==> config.mk <==
export PLATFORM = sky130hd
export DESIGN_NAME = bit_set_or_test_skip_exec
export DESIGN_NICKNAME = d
export VERILOG_FILES = /design/src/bit_exec_pkg.sv /design/src/bit_set_or_test_skip_exec.sv /design/src/bit_operand_decode.sv
export SDC_FILE = /design/constraint.sdc
export NUM_CORES = 1
export LEC_CHECK = 0
export BUFFER_PORTS_ARGS = -buffer_cell sky130_fd_sc_hd__buf_2
export CAP_MARGIN = 20
export CORE_MARGIN = 8
export CORE_UTILIZATION = 44
export DETAILED_ROUTE_END_ITERATION = 12
export HOLD_SLACK_MARGIN = 0.08
export PLACE_DENSITY_LB_ADDON = 0.08
export SKIP_LAST_GASP = 1
export SYNTH_ARGS = -nofsm -noshare
export SYNTH_HDL_FRONTEND = slang
export SYNTH_SLANG_ARGS = --single-unit
==> constraint.sdc <==
create_clock -name sys_clk -period 1.89 [get_ports sys_clk]
set_input_delay 0.567 -clock sys_clk [delete_from_list [all_inputs] [get_ports sys_clk]]
set_output_delay 0.567 -clock sys_clk [all_outputs]
set_load 0.02 [all_outputs]
==> src/bit_exec_pkg.sv <==
package bit_exec_pkg;

    // ------------------------------------------------------------
    // Opcodes and field layout
    // ------------------------------------------------------------
    localparam logic [7:0] OPC_SET_IND   = 8'hFF;
    localparam logic [7:0] OPC_OR_IND    = 8'hF6;
    localparam logic [7:0] OPC_SKIP_IND  = 8'hF8;
    localparam logic [1:0] DIRECT_PREFIX = 2'h3;
    localparam logic [3:0] DIRECT_SET    = 4'h1;
    localparam logic [3:0] DIRECT_SKIP   = 4'h2;
    localparam logic [1:0] SB_PAGED      = 2'h0;
    localparam logic [1:0] SB_WIN_LO     = 2'h2;
    localparam logic [1:0] SB_WIN_HI     = 2'h3;
    localparam logic [3:0] SB_PTR_MARK   = 4'h4;
    localparam logic [3:0] WIN_LO_PAGE   = 4'hB;
    localparam logic [3:0] WIN_HI_PAGE   = 4'hF;
    localparam logic [3:0] PAGE_TOP      = 4'hF;
    localparam int         INSTR_CYCLES  = 2;

    typedef enum logic [2:0] {
        OP_NONE,
        OP_SET,
        OP_OR,
        OP_SKIP
    } op_t;

endpackage : bit_exec_pkg

==> src/bit_set_or_test_skip_exec.sv <==
// Overview of operation
// - Set writes one, other nibble bits kept
// - Set reaches direct and indirect bits, ports too
// - Every set form: two bytes, two cycles
// - Pointer form: operand 5-2, pointer 3-2, bit 1-0
// - Paged form: high pointer plus operand low nibble
// - OR form: carry becomes carry OR bit
// - OR form never writes its source
// - OR: window, pointer, paged forms; two cycles
// - Test-skip: bit zero suppresses next instruction
// - Test-skip: bit one lets next execute
// - Test-skip only reads, never writes
// - Test-skip: two bytes, two cycles plus skip
`timescale 1ns/1ps
`default_nettype none

module bit_set_or_test_skip_exec (
    input  wire logic        sys_clk,
    input  wire logic        reset,
    input  wire logic        instr_valid,
    input  wire logic [7:0]  first_byte,
    input  wire logic [7:0]  second_byte,
    input  wire logic [3:0]  ptr_high,
    input  wire logic [3:0]  ptr_low,
    input  wire logic        carry_in,
    input  wire logic [3:0]  mem_rdata,
    output logic             busy,
    output logic             mem_rd,
    output logic             mem_wr,
    output logic [11:0]      mem_addr,
    output logic [3:0]       mem_wdata,
    output logic             carry_wr,
    output logic             carry_out,
    output logic             skip_next,
    output logic             done,
    output logic             illegal
);

    // ------------------------------------------------------------
    // State
    // ------------------------------------------------------------
    typedef enum logic {ST_IDLE, ST_EXEC} phase_t;

    typedef struct packed {
        phase_t            phase;
        bit_exec_pkg::op_t op;
        logic [1:0]        bit_num;
        logic              carry;
        logic              busy;
        logic              mem_rd;
        logic              mem_wr;
        logic [11:0]       mem_addr;
        logic [3:0]        mem_wdata;
        logic              carry_wr;
        logic              carry_out;
        logic              skip_next;
        logic              done;
        logic              illegal;
    } state_t;

    state_t cur;
    state_t next_cur;

    logic              dec_legal;
    bit_exec_pkg::op_t dec_op;
    logic [11:0]       dec_addr;
    logic [1:0]        dec_bit;
    logic              src_bit;

    // ------------------------------------------------------------
    // Decode
    // ------------------------------------------------------------
    bit_operand_decode u_decode (
        .first_byte  (first_byte),
        .second_byte (second_byte),
        .ptr_high    (ptr_high),
        .ptr_low     (ptr_low),
        .legal       (dec_legal),
        .op          (dec_op),
        .bit_addr    (dec_addr),
        .bit_num     (dec_bit)
    );

    assign src_bit = mem_rdata[cur.bit_num];

    // ------------------------------------------------------------
    // Two-cycle sequence: read in cycle 1, act in cycle 2
    // ------------------------------------------------------------
    always_comb begin
        next_cur           = cur;
        next_cur.mem_wr    = 1'b0;
        next_cur.carry_wr  = 1'b0;
        next_cur.skip_next = 1'b0;
        next_cur.done      = 1'b0;
        next_cur.illegal   = 1'b0;
        case (cur.phase)
            ST_IDLE: begin
                if (instr_valid && dec_legal) begin
                    next_cur.phase    = ST_EXEC;
                    next_cur.op       = dec_op;
                    next_cur.bit_num  = dec_bit;
                    next_cur.carry    = carry_in;
                    next_cur.busy     = 1'b1;
                    next_cur.mem_rd   = 1'b1;
                    next_cur.mem_addr = dec_addr;
                end else if (instr_valid) begin
                    // Unknown encodings are flagged, nothing is touched
                    next_cur.illegal  = 1'b1;
                end
            end
            ST_EXEC: begin
                next_cur.phase  = ST_IDLE;
                next_cur.busy   = 1'b0;
                next_cur.mem_rd = 1'b0;
                next_cur.done   = 1'b1;
                case (cur.op)
                    bit_exec_pkg::OP_SET: begin
                        // Read-modify-write keeps neighbouring bits
                        next_cur.mem_wdata = mem_rdata | (4'h1 << cur.bit_num);
                        next_cur.mem_wr    = 1'b1;
                    end
                    bit_exec_pkg::OP_OR: begin
                        next_cur.carry_out = cur.carry | src_bit;
                        next_cur.carry_wr  = 1'b1;
                    end
                    bit_exec_pkg::OP_SKIP: begin
                        next_cur.skip_next = ~src_bit;
                    end
                    default: begin
                        next_cur.done = 1'b1;
                    end
                endcase
            end
            default: begin
                next_cur.phase = ST_IDLE;
            end
        endcase
    end

    // ------------------------------------------------------------
    // Registers
    // ------------------------------------------------------------
    always_ff @(posedge sys_clk or posedge reset) begin
        if (reset) begin
            cur <= '0;
        end else begin
            cur <= next_cur;
        end
    end

    assign busy      = cur.busy;
    assign mem_rd    = cur.mem_rd;
    assign mem_wr    = cur.mem_wr;
    assign mem_addr  = cur.mem_addr;
    assign mem_wdata = cur.mem_wdata;
    assign carry_wr  = cur.carry_wr;
    assign carry_out = cur.carry_out;
    assign skip_next = cur.skip_next;
    assign done      = cur.done;
    assign illegal   = cur.illegal;

endmodule : bit_set_or_test_skip_exec
`default_nettype wire

==> src/bit_operand_decode.sv <==
`timescale 1ns/1ps
`default_nettype none

module bit_operand_decode (
    input  wire logic [7:0]       first_byte,
    input  wire logic [7:0]       second_byte,
    input  wire logic [3:0]       ptr_high,
    input  wire logic [3:0]       ptr_low,
    output var  logic             legal,
    output var  bit_exec_pkg::op_t op,
    output var  logic [11:0]      bit_addr,
    output var  logic [1:0]       bit_num
);

    // ------------------------------------------------------------
    // Opcode and operand form decode
    // ------------------------------------------------------------
    logic ind_form;
    logic [1:0] sb_top;

    always_comb begin
        sb_top   = second_byte[7:6];
        ind_form = 1'b0;
        legal    = 1'b0;
        op       = bit_exec_pkg::OP_NONE;
        bit_addr = 12'h000;
        bit_num  = 2'h0;
        if (first_byte == bit_exec_pkg::OPC_SET_IND) begin
            ind_form = 1'b1;
            op       = bit_exec_pkg::OP_SET;
        end else if (first_byte == bit_exec_pkg::OPC_OR_IND) begin
            ind_form = 1'b1;
            op       = bit_exec_pkg::OP_OR;
        end else if (first_byte == bit_exec_pkg::OPC_SKIP_IND) begin
            ind_form = 1'b1;
            op       = bit_exec_pkg::OP_SKIP;
        end else if (first_byte[7:6] == bit_exec_pkg::DIRECT_PREFIX
                     && first_byte[3:0] == bit_exec_pkg::DIRECT_SET) begin
            op       = bit_exec_pkg::OP_SET;
            legal    = 1'b1;
            bit_addr = {4'h0, second_byte};
            bit_num  = first_byte[5:4];
        end else if (first_byte[7:6] == bit_exec_pkg::DIRECT_PREFIX
                     && first_byte[3:0] == bit_exec_pkg::DIRECT_SKIP) begin
            op       = bit_exec_pkg::OP_SKIP;
            legal    = 1'b1;
            bit_addr = {4'h0, second_byte};
            bit_num  = first_byte[5:4];
        end
        // Short window, pointer and paged forms share one second byte
        if (ind_form) begin
            legal = 1'b1;
            if (sb_top == bit_exec_pkg::SB_WIN_LO) begin
                bit_addr = {bit_exec_pkg::PAGE_TOP, bit_exec_pkg::WIN_LO_PAGE,
                            second_byte[3:0]};
                bit_num  = second_byte[5:4];
            end else if (sb_top == bit_exec_pkg::SB_WIN_HI) begin
                bit_addr = {bit_exec_pkg::PAGE_TOP, bit_exec_pkg::WIN_HI_PAGE,
                            second_byte[3:0]};
                bit_num  = second_byte[5:4];
            end else if (second_byte[7:4] == bit_exec_pkg::SB_PTR_MARK) begin
                // Base of six bits comes from the window area FC0H-FFFH
                bit_addr = {bit_exec_pkg::PAGE_TOP, bit_exec_pkg::WIN_HI_PAGE[3:2],
                            second_byte[3:0], ptr_low[3:2]};
                bit_num  = ptr_low[1:0];
            end else if (sb_top == bit_exec_pkg::SB_PAGED) begin
                bit_addr = {4'h0, ptr_high, second_byte[3:0]};
                bit_num  = second_byte[5:4];
            end else begin
                legal    = 1'b0;
                op       = bit_exec_pkg::OP_NONE;
            end
        end
    end

endmodule : bit_operand_decode
`default_nettype wire

==> key figures <==
Clock network
  • Depth of the CTS H-tree: 1
  • Clock buffers created by TritonCTS: 3
  • Buffer count from post-CTS setup fixing: 0
  • Maximum number of buffers from clock root to sink: 2
  • Sink Count: 26
  • Clock-pin transition on the worst setup and hold timing paths: 0.15 ns
  • Number of gates given a new drive strength after cts: 0
  • Clock latency on the worst-skew pair: 0.32 ns
  • Clock Root Buffer: sky130_fd_sc_hd__clkbuf_4
  • Hold Buf Count CTS: 0
  • Clock tree from TritonCTS: done

Global routing
  • Antenna violations before repair: 0
  • Via count of the first global-routing pass: 1440
  • Maximum number of pins on one net before global-route repair: 27
  • Total global routing overflow: 0
  • Total routing usage reported by global routing: 0.148
  • First-pass GRT wire length: approximately 6600 um

Power and ir drop
  • Internal power summed over all cells: 1.09 mW
  • Share of total power in combinational logic: 0.310
  • Leak pwr: approximately 1 nW
  • Power density relative to cell area: between 700 and 800 mW/mm^2
  • IR drop worst, VDD: about 0.36 mV
  • Fraction of power consumed by sequential logic: 0.450
  • Switching power total: 0.486 mW
  • Net switching fraction of the power: 0.308
  • Part of the power in the clock network: 0.240

Yosys
  • Average cell area after synthesis: 10.3 um^2
  • Number of flops mapped to enable cells by yosys: 0
  • Share of synthesized registers carrying an async set or reset: 1.00
  • Number of warning messages in the yosys log: 0
  • Largest area contributor in the netlist: sky130_fd_sc_hd__dfrtp_1
  • Synthesized Nets: 182
  • Top cells by count, synth: sky130_fd_sc_hd__dfrtp_1 (26), sky130_fd_sc_hd__buf_4 (18), sky130_fd_sc_hd__nor3_1 (10)
  • Synth top area share: 0.420
  • Sequential share of the synthesized area: 0.420
  • Count leader, synth: sky130_fd_sc_hd__dfrtp_1
  • Distinct cells, synth: 43
  • Cell count after synthesis: 150
  • Flop and latch count out of synthesis: 26
  • Dominant cells by area after synthesis: sky130_fd_sc_hd__dfrtp_1 (42%), sky130_fd_sc_hd__buf_4 (8.7%), sky130_fd_sc_hd__o22a_1 (4.5%), sky130_fd_sc_hd__a2bb2oi_1 (3.4%), sky130_fd_sc_hd__nor3_1 (3.2%)
  • Syn Std Cell Area: 0.00155 mm^2
  • Main synth FF type: sky130_fd_sc_hd__dfrtp_1

STA
  • Hold Slack: around 0.27 ns
  • Max Slew Vio Count: 0
  • Final number of hold-violating endpoints: 0
  • Setup violations, final: 0
  • Relative slew margins: 0.648
  • Maximum frequency from static timing analysis: 0.564 GHz
  • RSZ-0062 raised after global routing: no
  • Share of the clock period used by the worst path: 0.938
  • Final critical path time including I/O delays and setup: 1.77 ns
  • Slew @ Worst Pin: roughly 0.53 ns
  • Post-Route Skew: around 0.014 ns

Floorplan
  • Die Width: 75.4 um
  • # rows: 21
  • Overall die area: 0.00568 mm^2
  • Num ports: 56
  • Area of the core: 0.00336 mm^2
  • Die extent in y: 75.4 um
  • Initial standard-cell utilization of the core: 0.461

Worst setup path
  • Launching point of the worst reg2reg path: cur[30]$_DFF_PP0_
  • Logic depth of the worst path, buffers included: 6
  • Timing startpoint of the critical path: first_byte[0]
  • Crit-path max cell delay: 0.46 ns
  • Critical path required time: 2.15 ns
  • Total buffers and inverters traversed by the critical path: 2
  • Critical register-to-register path endpoint: mem_addr[4]$_DFFE_PP0P_
  • Gate family responsible for the most delay along the worst path: compound AO/OA/AOI/OAI gates
  • Critical Path End: mem_addr[4]$_DFFE_PP0P_
  • Cell depth of the worst flop-to-flop path: 5
  • Critical Path End Type: flip-flop
  • Worst path arrival time: 2.03 ns
  • Slowest cell on the critical path: sky130_fd_sc_hd__o31ai_4
  • Startpoint types: input port
  • Path type of the worst setup path: input port to flip-flop
  • Setup slack of the worst register-to-register path: between 0.1 and 0.15 ns
  • Ordered list of cells on the worst path: buf_2 > xnor2_1 > a31oi_4 > o31ai_4 > buf_4 > o32a_1
  • Worst Path Max Fanout: 9

Cells and area
  • Fraction of layout instances using a drive strength above 1: 0.458
  • Number of antenna cells inserted: 0
  • Multi-input combinational cell area: 747 um^2
  • # fillers: 316
  • Area Growth Syn to Fin: 30.1%
  • Seq. cell area: 651 um^2
  • Final Instance Area: 0.00202 mm^2
  • Number of nets at the end of the flow: 245

Placed design
  • Weighted congestion reported at the end of routability-driven placement: 0.894
  • Detail Placement HPWL: 3350 um
  • Port Buf Inserts: 55
  • Area after detailed placement: 0.00196 mm^2

Routing
  • Routed wire length: approximately 4000 um
  • Number of nets with antenna violations after detailed routing: 0
  • First-pass iteration count of the detailed router: 4
  • Average wire per standard cell: ~16 um
  • Vias per inst: 5.31
  • Vias after detailed routing: 1369
  • Residual DRC: 0
  • Initial DRC Count: 58

Hold path
  • Path type of the worst min-delay path: input port to asynchronous set/reset pin

Flow run
  • MaxCap Viol Count: 0

Run status
  • Outcome: complete, no violations
==> state kept, by name, summed over array words and instances, names as in the netlist <==
register and flops:
cur 6, carry_out 1, mem_wdata 4, illegal 1
skip_next 1, done 1, busy 1, mem_wr 1
carry_wr 1, mem_addr 9
==> placed cells by master, fill, tap and decap left out, types with 2 or more instances in the layout <==
cell type,instances
sky130_fd_sc_hd__a21oi_1,6
sky130_fd_sc_hd__a22oi_1,6
sky130_fd_sc_hd__a2bb2oi_1,6
sky130_fd_sc_hd__a311oi_1,2
sky130_fd_sc_hd__buf_2,55
sky130_fd_sc_hd__buf_4,25
sky130_fd_sc_hd__clkbuf_4,3
sky130_fd_sc_hd__dfrtp_1,26
sky130_fd_sc_hd__inv_1,7
sky130_fd_sc_hd__mux2_4,5
sky130_fd_sc_hd__nand2_1,7
sky130_fd_sc_hd__nand2b_1,3
sky130_fd_sc_hd__nand3b_1,2
sky130_fd_sc_hd__nor2_1,5
sky130_fd_sc_hd__nor2b_1,2
sky130_fd_sc_hd__nor3_1,10
sky130_fd_sc_hd__o21ai_0,6
sky130_fd_sc_hd__o22a_1,8
sky130_fd_sc_hd__o32a_1,2
sky130_fd_sc_hd__xnor2_1,2
==> final cells by class <==
type / count / area share
clock buffer: 3 / 0.0112
clock inverter: 1 / 0.0149
inverter: 7 / 0.0130
multi-input combinational: 94 / 0.370
sequential: 26 / 0.323
tap: 46 / 0.0285
timing repair buffer: 81 / 0.239
==> power groups by stage <==
stage	logic [mW]	registers, mW	clock network, mW
after floorplan	0.386	0.717	0
after global placement	0.488	0.719	0
after detailed placement	0.496	0.723	0
after CTS	0.496	0.713	0.390
after global routing	0.528	0.725	0.413
final	0.489	0.711	0.379
==> worst reg2reg max path: cells and delay by family (launching register included) <==
family                 cells  cell delay, ns
AOI/OAI and AO/OA          2            0.33
DFF                        1            0.42
and+or+nand+nor            2            0.68
buffers and inverters      1            0.27
==> metrics by stage <==
stage | power [mW] | instances | setup slack, ns | setup TNS (ns) | utilization
after floorplan | 1.10 | 150 | -0.0142 | -0.0710 | -
after CTS | 1.60 | 258 | 0.121 | 0 | 0.600
after detailed placement | 1.22 | 254 | -0.209 | -2.73 | 0.584
final | 1.58 | 258 | 0.116 | 0 | 0.600
after global placement | 1.21 | 254 | -0.153 | -1.97 | 0.584
after global routing | 1.67 | 258 | 0.0330 | 0 | 0.600
==> how the worst min path moves through the flow <==
stage,from,endpoint,cells past startpoint,slack [ns]
2_1_floorplan,cur[30]$_DFF_PP0_,done$_DFF_PP0_,0,0.42
3_3_place_gp,mem_wdata[0]$_DFFE_PP0P_,mem_wdata[0]$_DFFE_PP0P_,2,0.46
3_5_place_dp,carry_out$_DFFE_PP0P_,carry_out$_DFFE_PP0P_,2,0.48
4_1_cts,reset,mem_wdata[0]$_DFFE_PP0P_,3,0.27
5_1_grt,reset,mem_addr[5]$_DFFE_PP0P_,3,0.29
6_report,reset,mem_addr[5]$_DFFE_PP0P_,3,0.27
==> layer usage <==
layer | track usage | up-vias | wire (um)
met2 | 0.259 | 48 | 1990
met1 | 0.182 | 648 | 1790
met3 | 0.0342 | 2 | 252
met5 | 0 | - | 0
met4 | 0.0256 | 0 | 12
li1 | - | 671 | -
==> kinds of logic (layout without fill, tap and decap cells) <==
group | Yosys count | in the layout | synth area share
buffers and inverters | 30 | 92 | 0.124
and+or+nand+nor | 39 | 39 | 0.148
xor gates and xnor gates | 2 | 2 | 0.0113
AOI/OAI and AO/OA | 47 | 47 | 0.246
DFF | 26 | 26 | 0.420
muxes | 6 | 6 | 0.0508
Power figures use the tool's default switching activity.
